[src/shared/dcr_pkg.sv]
// constants for the deserializer configuration register bank
package dcr_pkg;
  // register offsets on the management bus
  localparam logic [7:0] DCR_OFS_ADDR     = 8'h00;
  localparam logic [7:0] DCR_OFS_RESET    = 8'h01;
  localparam logic [7:0] DCR_OFS_PIN0_CFG = 8'h02;
  // field positions
  localparam int DCR_ADDR_MSB  = 7;
  localparam int DCR_ADDR_LSB  = 1;
  localparam int DCR_SRST_BIT  = 0;
  localparam int DCR_MODE_MSB  = 7;
  localparam int DCR_MODE_LSB  = 4;
  localparam int DCR_PULL_MSB  = 3;
  localparam int DCR_PULL_LSB  = 2;
  localparam int DCR_IBUF_BIT  = 1;
  localparam int DCR_OEN_BIT   = 0;
  // reset values
  localparam logic [7:0] DCR_PIN0_CFG_RST = 8'h05;
  localparam logic       DCR_SRST_RST     = 1'b0;
  // output source codes
  localparam logic [3:0] DCR_MODE_GENERAL_OUTPUT_VALUE   = 4'h0;
  localparam logic [3:0] DCR_MODE_SIGDET  = 4'h1;
  // pull resistor codes
  localparam logic [1:0] DCR_PULL_NONE    = 2'h0;
  localparam logic [1:0] DCR_PULL_DOWN    = 2'h1;
  localparam logic [1:0] DCR_PULL_UP      = 2'h2;
  // bus framing
  localparam logic [3:0] DCR_BITS_PER_BYTE = 4'h8;
endpackage

[src/hw/dcr_top.sv]
// management bus slave and configuration registers of the deserializer
`timescale 1ns/1ns
`default_nettype none
module dcr_top
  import dcr_pkg::*;
#(
  parameter logic [6:0] BUS_ADDR_RST = 7'h2a  // arbitrary power-up address
) (
  input  wire logic CORE_CLK_I,
  input  wire logic SRST_I,
  input  wire logic BUS_CHIP_SELECT_I,
  input  wire logic SCL_I,
  input  wire logic SDA_I,
  output logic      SDA_O,
  output logic      SDA_OE_O,
  input  wire logic GENERAL_OUTPUT_VALUE_I,
  input  wire logic SIGNAL_DETECT0_I,
  input  wire logic PIN0_I,
  output logic      PIN0_O,
  output logic      PIN0_OE_O,
  output logic      PIN0_PULLUP_O,
  output logic      PIN0_PULLDOWN_O,
  output logic      PIN0_IN_O,
  output logic      SOFT_RESET_O
);

  typedef enum logic [3:0] {
    ST_IDLE, ST_ADDR, ST_ADDR_ACK, ST_PTR, ST_PTR_ACK,
    ST_WDATA, ST_WDATA_ACK, ST_RDATA, ST_RACK
  } dcr_state_type;

  dcr_state_type state;
  logic [2:0] scl_s;
  logic [2:0] sda_s;
  logic [1:0] cs_s;
  logic [1:0] sd_s;
  logic [1:0] pin_s;
  logic       scl_rise, scl_fall, start_cond, stop_cond;
  logic [7:0] shreg;
  logic [3:0] bit_cnt;
  logic       rd_mode;
  logic [7:0] ptr;
  logic       wr_en;
  logic [7:0] wr_addr;
  logic [7:0] wr_data;
  logic [6:0] bus_address_field;
  logic       soft_reset_bit;
  logic [7:0] pin0_config;
  logic       sda_oe;
  logic [7:0] rd_byte;

  // register read mux, also used when preloading each read byte
  function automatic logic [7:0] read_reg(input logic [7:0] a);
    logic [7:0] v;
    v = 8'h00;
    case (a)
      DCR_OFS_ADDR:     v = {bus_address_field, 1'b0};
      DCR_OFS_RESET:    v = {7'h00, soft_reset_bit};
      DCR_OFS_PIN0_CFG: v = pin0_config;
      default:          v = 8'h00;
    endcase
    return v;
  endfunction

  // byte about to be shifted out on a read, taken from the current pointer
  always_comb begin
    rd_byte = read_reg(ptr);
  end

  // two-flop synchronisers plus one history stage for bus edges
  always_ff @(posedge CORE_CLK_I) begin
    if (SRST_I) begin
      scl_s <= 3'h7;
      sda_s <= 3'h7;
      cs_s  <= 2'h0;
      sd_s  <= 2'h0;
      pin_s <= 2'h0;
    end else begin
      scl_s <= {scl_s[1:0], SCL_I};
      sda_s <= {sda_s[1:0], SDA_I};
      cs_s  <= {cs_s[0], BUS_CHIP_SELECT_I};
      sd_s  <= {sd_s[0], SIGNAL_DETECT0_I};
      pin_s <= {pin_s[0], PIN0_I};
    end
  end

  // bus events, seen only on synchronised stages
  assign scl_rise   = scl_s[1] & ~scl_s[2];
  assign scl_fall   = ~scl_s[1] & scl_s[2];
  assign start_cond = scl_s[1] & scl_s[2] & ~sda_s[1] & sda_s[2];
  assign stop_cond  = scl_s[1] & scl_s[2] & sda_s[1] & ~sda_s[2];

  // byte-level bus slave: address, pointer, then data with auto-increment
  always_ff @(posedge CORE_CLK_I) begin
    if (SRST_I) begin
      state   <= ST_IDLE;
      shreg   <= 8'h00;
      bit_cnt <= 4'h0;
      rd_mode <= 1'b0;
      ptr     <= 8'h00;
      sda_oe  <= 1'b0;
      wr_en   <= 1'b0;
      wr_addr <= 8'h00;
      wr_data <= 8'h00;
    end else begin
      wr_en <= 1'b0;
      if (!cs_s[1]) begin
        state  <= ST_IDLE;
        sda_oe <= 1'b0;
      end else if (start_cond) begin
        state   <= ST_ADDR;
        bit_cnt <= 4'h0;
        sda_oe  <= 1'b0;
      end else if (stop_cond) begin
        state  <= ST_IDLE;
        sda_oe <= 1'b0;
      end else if (scl_rise) begin
        case (state)
          ST_ADDR, ST_PTR, ST_WDATA: begin
            shreg   <= {shreg[6:0], sda_s[1]};
            bit_cnt <= bit_cnt + 4'h1;
          end
          ST_RACK: begin
            if (sda_s[1]) begin
              state <= ST_IDLE;                       // master ended the read
            end
          end
          default: ;
        endcase
      end else if (scl_fall) begin
        case (state)
          ST_ADDR: begin
            if (bit_cnt == DCR_BITS_PER_BYTE) begin
              if (shreg[7:1] == bus_address_field) begin
                rd_mode <= shreg[0];
                sda_oe  <= 1'b1;
                state   <= ST_ADDR_ACK;
              end else begin
                state <= ST_IDLE;
              end
            end
          end
          ST_PTR: begin
            if (bit_cnt == DCR_BITS_PER_BYTE) begin
              ptr    <= shreg;
              sda_oe <= 1'b1;
              state  <= ST_PTR_ACK;
            end
          end
          ST_WDATA: begin
            if (bit_cnt == DCR_BITS_PER_BYTE) begin
              wr_en   <= 1'b1;
              wr_addr <= ptr;
              wr_data <= shreg;
              ptr     <= ptr + 8'h01;
              sda_oe  <= 1'b1;
              state   <= ST_WDATA_ACK;
            end
          end
          ST_ADDR_ACK: begin
            bit_cnt <= 4'h0;
            if (rd_mode) begin
              shreg  <= {rd_byte[6:0], 1'b0};
              sda_oe <= ~rd_byte[7];
              ptr    <= ptr + 8'h01;
              bit_cnt <= 4'h1;
              state  <= ST_RDATA;
            end else begin
              sda_oe <= 1'b0;
              state  <= ST_PTR;
            end
          end
          ST_PTR_ACK, ST_WDATA_ACK: begin
            sda_oe  <= 1'b0;
            bit_cnt <= 4'h0;
            state   <= ST_WDATA;
          end
          ST_RDATA: begin
            if (bit_cnt == DCR_BITS_PER_BYTE) begin
              sda_oe <= 1'b0;
              state  <= ST_RACK;
            end else begin
              sda_oe  <= ~shreg[7];
              shreg   <= {shreg[6:0], 1'b0};
              bit_cnt <= bit_cnt + 4'h1;
            end
          end
          ST_RACK: begin
            shreg   <= {rd_byte[6:0], 1'b0};
            sda_oe  <= ~rd_byte[7];
            ptr     <= ptr + 8'h01;
            bit_cnt <= 4'h1;
            state   <= ST_RDATA;
          end
          default: state <= ST_IDLE;
        endcase
      end
    end
  end

  // bus address register, untouched by the soft reset
  always_ff @(posedge CORE_CLK_I) begin
    if (SRST_I) begin
      bus_address_field <= BUS_ADDR_RST;
    end else if (wr_en && wr_addr == DCR_OFS_ADDR) begin
      bus_address_field <= wr_data[DCR_ADDR_MSB:DCR_ADDR_LSB];
    end
  end

  // soft reset bit: a written one restores the pin configuration reset value and clears itself
  always_ff @(posedge CORE_CLK_I) begin
    if (SRST_I || soft_reset_bit) begin
      soft_reset_bit <= DCR_SRST_RST;
    end else if (wr_en && wr_addr == DCR_OFS_RESET) begin
      soft_reset_bit <= wr_data[DCR_SRST_BIT];
    end
  end

  // pin configuration register
  always_ff @(posedge CORE_CLK_I) begin
    if (SRST_I || soft_reset_bit) begin
      pin0_config <= DCR_PIN0_CFG_RST;
    end else if (wr_en && wr_addr == DCR_OFS_PIN0_CFG) begin
      pin0_config <= wr_data;
    end
  end

  // registered pin drive, pulls, input buffer and bus outputs
  always_ff @(posedge CORE_CLK_I) begin
    if (SRST_I) begin
      PIN0_O          <= 1'b0;
      PIN0_OE_O       <= 1'b0;
      PIN0_PULLUP_O   <= 1'b0;
      PIN0_PULLDOWN_O <= 1'b0;
      PIN0_IN_O       <= 1'b0;
      SDA_O           <= 1'b0;
      SDA_OE_O        <= 1'b0;
      SOFT_RESET_O    <= 1'b0;
    end else begin
      case (pin0_config[DCR_MODE_MSB:DCR_MODE_LSB])
        DCR_MODE_GENERAL_OUTPUT_VALUE:  PIN0_O <= GENERAL_OUTPUT_VALUE_I;
        DCR_MODE_SIGDET: PIN0_O <= sd_s[1];
        default:         PIN0_O <= 1'b0;                       // reserved codes
      endcase
      PIN0_OE_O       <= pin0_config[DCR_OEN_BIT];
      PIN0_PULLDOWN_O <= pin0_config[DCR_PULL_MSB:DCR_PULL_LSB]
                         == DCR_PULL_DOWN;
      PIN0_PULLUP_O   <= pin0_config[DCR_PULL_MSB:DCR_PULL_LSB]
                         == DCR_PULL_UP;
      PIN0_IN_O       <= pin0_config[DCR_IBUF_BIT] & pin_s[1];
      SDA_O           <= 1'b0;
      SDA_OE_O        <= sda_oe;
      SOFT_RESET_O    <= soft_reset_bit;
    end
  end

endmodule
`default_nettype wire

[config.mk]
export PLATFORM = sky130hd
export DESIGN_NAME = dcr_top
export DESIGN_NICKNAME = d
export VERILOG_FILES = /design/src/shared/dcr_pkg.sv /design/src/hw/dcr_top.sv
export SDC_FILE = /design/constraint.sdc
export NUM_CORES = 1
export LEC_CHECK = 0
export ABC_AREA = 1
export BUFFER_PORTS_ARGS = -buffer_cell sky130_fd_sc_hd__buf_2
export CAP_MARGIN = 10
export CORE_MARGIN = 8
export CORE_UTILIZATION = 45
export CTS_CLUSTER_DIAMETER = 50
export DETAILED_ROUTE_END_ITERATION = 10
export SLEW_MARGIN = 20
export SYNTH_ARGS = -nofsm -noshare
export SYNTH_HDL_FRONTEND = slang
export SYNTH_SLANG_ARGS = --single-unit
[constraint.sdc]
create_clock -name CORE_CLK_I -period 1.4 [get_ports CORE_CLK_I]
set_input_delay 0.07 -clock CORE_CLK_I [delete_from_list [all_inputs] [get_ports CORE_CLK_I]]
set_output_delay 0.07 -clock CORE_CLK_I [all_outputs]
set_load 0.02 [all_outputs]
# == Yosys cells after proc, flatten, opt, wreduce, memory -nomap -nowiden ==
# Index checks and enable logic that the tools add are counted.
# word_totals
register_bits,78
input_bits,8
# op_classes
n_addsub,2
eq_ne,41
muxes,40
n_bitwise,20
reduce_logical,28
# op_table
operator,count
8-bit 2-to-1 mux,8
4-bit 2-to-1 mux,14
8-bit case mux with 3 select lines,2
8-bit case mux with 4 select lines,1
4-bit case mux with 7 select lines,1
7-bit AND reduction,3
"5-bit inequality test, second input constant",4
"3-bit inequality test, second input constant",6
"4-bit by 3-bit == test with 1-bit output, second input constant",4
"8-bit by 1-bit == test with 1-bit output, second input constant",2
"8-bit by 2-bit == test with 1-bit output, second input constant",2
8-bit zero test,2
4-bit case mux with 4 select lines,1
8-bit AND reduction,2
"2-bit inequality test, second input constant",7
1-bit NOT,12
6-bit AND reduction,2
4-bit nonzero test,3
6-bit nonzero test,2
1-bit 2-to-1 mux,9
9-bit AND reduction,1
"8-bit by 1-bit adder with 8-bit output, second input constant",1
1-bit bitwise AND,8
"4-bit by 1-bit == test with 1-bit output, second input constant",2
other kinds (24),32

# == Logic depth before layout (Yosys ltp) ==
# depth
ltp_word,8
depth_mapped,12
depth_no_buf,11

# == Worst setup path before layout ==
# Ideal clock, no wire load.
# synth_timing
path_type,reg-to-reg
startpoint,register scl_s[1]
endpoint,register wr_addr[3]
setup_ns,0.119
arrival_ns,1.438
required_time_ns,1.281
slack_ns,-0.158
path_stages_with_launch,11
n_path_buf,1
period_less_slack_ns,1.558
path_cell_list,dfxtp_1 > ha_1 > nand3_2 > inv_2 > nor2_4 > nand2_1 > nor2_1 > nand2_1 > buf_2 > o21ai_0 > a21oi_1
# synth_via
elab_chain_cells,5
elab_cells_between_ends,12
# synth_rtl
item,line,rtl
from (decl),dcr_top.sv:33,logic [2:0] scl_s;
from (signal assigned),dcr_top.sv:79,"scl_s <= {scl_s[1:0], SCL_I};"
1-bit bitwise AND,"dcr_top.sv:90, dcr_top.sv:91",
1-bit bitwise AND (on tied branches) (2 in a row),"dcr_top.sv:91, dcr_top.sv:90",
1-bit NOT (no line),--,
7-bit AND reduction (no line) *,--,
to (signal assigned),dcr_top.sv:153,wr_addr <= ptr;
to (decl),dcr_top.sv:44,logic [7:0] wr_addr;
# Every way passes the cells marked *; elsewhere a longest branch is shown, timed or not.
# A chain may end at the register's enable or synchronous reset.

# == Worst setup path in the final report ==
# layout_timing
startpoint,register state[2]
endpoint,register shreg[5]
# layout_via
elab_chain_cells,4
elab_cells_between_ends,15
# layout_rtl
item,line,rtl
from (decl),dcr_top.sv:32,dcr_state_type state;
from (signal assigned),dcr_top.sv:96,state <= ST_IDLE;
from (signal assigned),dcr_top.sv:108,state <= ST_IDLE;
from (signal assigned),dcr_top.sv:111,state <= ST_ADDR;
"4-bit by 3-bit == test with 1-bit output, or another cell as far along",dcr_top.sv:118,case (state)
3-bit OR reduction or 8-bit case mux with 3 select lines (tied branches),"dcr_top.sv:118, dcr_top.sv:131",
2-bit by 1-bit inequality test with 1-bit output (no line) or 8-bit 2-to-1 mux (tied branches),--,
8-bit AND reduction (no line) or 8-bit 2-to-1 mux (tied branches),--,
to (signal assigned),dcr_top.sv:120,"shreg <= {shreg[6:0], sda_s[1]};"
to (signal assigned),dcr_top.sv:163,"shreg <= {rd_byte[6:0], 1'b0};"
to (signal assigned),dcr_top.sv:184,"shreg <= {shreg[6:0], 1'b0};"
to (decl),dcr_top.sv:39,logic [7:0] shreg;
# Several ways; a longest one is shown, not always the timed one. The select of a mux whose other input is x is not followed.

==> flow_metrics.tcl <==
set metrics [dict create \
    synth.largest_area_cell "dfxtp_1" \
    vias 3984 \
    seqCellArea_um2 1590 \
    crit_fanout 7 \
    worst_ir_drop_vdd_mv 0.505 \
    rr_startpoint "state[2]$_SDFFE_PP0P_" \
    violations "negative setup slack" \
    gr-total-overflow 0 \
    cp_slowest_stage_delay_ns 0.38 \
    reg2reg_to "shreg[5]$_SDFFE_PP0P_" \
    synthTopCellsByArea "dfxtp_1, nand2_1, inv_1" \
    synth_ff_type "dfxtp_1" \
    ys_types 35 \
    crit_path_start_kind "register" \
    dp_hpwl_um 7450 \
    synth_edf_count 0 \
    synth_top_area_share_pct 40.2 \
    synthArstFlopShare_pct 0 \
    finalSetupTns_ns -4.77 \
    fmax_mhz 632 \
    synth_common_cells "nand2_1, dfxtp_1, inv_1, nor2_1, o21ai_0" \
    timing.hold.ws_ns 0.0450 \
    die_y_um 109 \
    pre_cts_ws_ns -0.213 \
    nets 697 \
    worstRegToRegCells 10 \
    die_w_um 109 \
    cts_root_buf "clkbuf_8" \
    multi_input_area_um2 2400 \
    endpoint_kind "register" \
    initial_core_util_pct 45.4 \
    core.rowCount 34 \
    core_um2 8550 \
    grt_pass1_wl_um 17500 \
    ys_seq_elements 78 \
    drive_gt1_share_pct 39.6 \
    min_period_over_period_pct 113 \
    syn_area_per_cell_um2 6.86 \
    timing.final.max_slew_violations 0 \
    insertion_delay_ns 0.36 \
    cts_made_buffers 9 \
    min_period_ns 1.58 \
    power_density_nw_per_um2 774 \
    numPortBuffers 14 \
    antenna_found_initial 0 \
    rsz0062_at_grt "yes" \
    hold_viol 0 \
    hp-start "GENERAL_OUTPUT_VALUE_I" \
    crit_type "register to register" \
    ios 16 \
    grt.total_usage_pct 18.7 \
    final_core_util_pct 65.4 \
    crit_chain "buf_4 > nand2_1 > nor2_2 > nand2_1 > o21ai_1 > nand2_2 > nand3_4 > nand2_2 > nand2_2 > nor2_2" \
    ant_nets 0 \
    crit_required_ns 1.66 \
    synth_nets 583 \
    status "finished with violations" \
    grt_pass1_vias 3751 \
    syn_inst 566 \
    min_path_cells 3 \
    arrival_ns 1.84 \
    clockBufferDepth 2 \
    yosys_warnings 0 \
    dr.pass1.iters 4 \
    min_path_type "input pin to register" \
    die_area_um2 11900 \
    fillers 755 \
    cp_top_family "simple AND/OR/NAND/NOR gates" \
    drtIter0Drc 142 \
    grt_max_degree 42 \
    place.gp.congestion 0.902 \
    syn-cell-area_um2 3880 \
    crit_top_cell "nand2_2" \
    cts_tree "done" \
    leakagePower_nw 2.51 \
    reg2reg_slack_ns -0.18 \
    clock-skew-final_ns 0.0126 \
    wl_per_cell_um 13.7 \
    synth_most_common_cell "nand2_1" \
    worstHoldEndpoint "PIN0_O$_SDFF_PP0_" \
    worst_slack_ns -0.183 \
    path_clk_slew_ns 0.09 \
    via_per_inst 5.02 \
    drc 0 \
    area_growth_pct 44.2 \
    antenna_cells 0 \
    slowest_stage "dfxtp_2" \
    max_cap_viol_count 0 \
    synth-seq-area-share_pct 40.2 \
    clock_sinks 78 \
    setup-violations-final 41 \
    ctsHtreeMaxLevel 3 \
    wl_um 10900 \
    critPathBufInv 1 \
]
==> how the worst max path moves through the flow <==
stage                                from                       to  cells past startpoint
floorplan             scl_s[1]$_SDFF_PP1_  wr_addr[0]$_SDFFE_PP0P_                     10
global placement    state[3]$_SDFFE_PP0P_    shreg[7]$_SDFFE_PP0P_                      8
detailed placement  state[3]$_SDFFE_PP0P_    state[2]$_SDFFE_PP0P_                      9
CTS                   scl_s[1]$_SDFF_PP1_    shreg[5]$_SDFFE_PP0P_                     11
global route        state[2]$_SDFFE_PP0P_    shreg[5]$_SDFFE_PP0P_                     10
finish              state[2]$_SDFFE_PP0P_    shreg[5]$_SDFFE_PP0P_                     10
==> where the power goes <==
part	internal, W	switching [W]	total, W
combinational	0.000130	0.000175	0.000306
clock	0.000852	0.000930	0.00178
sequential	0.00223	0.0000117	0.00224
==> registers in the layout, indices dropped and copies added (netlist names), 2 cells and up <==
signal and cells:
bit_cnt 4, bus_address_field 7, cs_s 2, pin0_config 8, pin_s 2, ptr 8
scl_s 3, sd_s 2, sda_s 3, shreg 8, state 4, wr_addr 8
wr_data 8
==> timing repair <==
action,4_1_cts,5_1_grt
endpoints found under the setup margin,52,57
endpoints found under the hold margin,5,0
buffers inserted,6,8
pin swaps,27,20
cloned,1,1
hold buffers,5,0
gates resized for setup,60,103
==> kinds of logic (layout without fill, tap and decap cells) <==
| logic type | count (synthesis) | in the layout | synth area share [%] |
|---|---|---|---|
| AOI/OAI and AO/OA | 100 | 100 | 13.3 |
| xor gates and xnor gates | 9 | 9 | 2.03 |
| adders and majority gates | 9 | 9 | 2.90 |
| buffers and inverters | 98 | 216 | 10.2 |
| DFF | 78 | 78 | 40.2 |
| muxes | 1 | 1 | 0.258 |
| other | 1 | 1 | 0.0966 |
| and+or+nand+nor | 270 | 271 | 31.0 |
==> area by class of cell <==
cell class / count / area share [%]
multi-input combinational: 391 / 42.9
inverter: 84 / 5.93
clock buffer: 9 / 2.21
tap: 108 / 2.42
sequential: 78 / 28.4
timing repair buffer: 116 / 16.8
clock inverter: 7 / 1.43
==> metrics by stage <==
stage,cell area (um^2),total power [W],instances
floorplan,3980,0.00244,566
global placement,4740,0.00253,756
detailed placement,4740,0.00253,756
CTS,5260,0.00436,784
global route,5600,0.00449,793
finish,5600,0.00433,793
==> worst min-delay path: cells and delay by family <==
family | cells | cell delay (ns)
mux | 1 | 0.14
buf+inv | 1 | 0.10
simple gates | 1 | 0.06
==> layer usage <==
layer	part of all wire, %	vias up	global-route usage (%)
met5	0	-	0
met4	2.6	0	8.21
met3	4.1	23	3.78
met2	50	86	31.5
met1	43	1836	22.6
li1	-	2039	-
==> cells in the final DEF, fill, tap and decap left out, types with 14 or more instances in the layout <==
cell | Yosys | layout
nand2_1 | 123 | 96
inv_2 | 8 | 17
o21ai_2 | 0 | 18
buf_2 | 4 | 14
inv_1 | 75 | 62
nor2_1 | 71 | 52
o21ai_0 | 49 | 17
nand3_1 | 42 | 34
o21ai_1 | 1 | 15
buf_4 | 1 | 81
a21oi_1 | 43 | 32
nand2_2 | 2 | 21
dfxtp_1 | 78 | 66
Note: power is estimated with default switching activity, not from simulation.
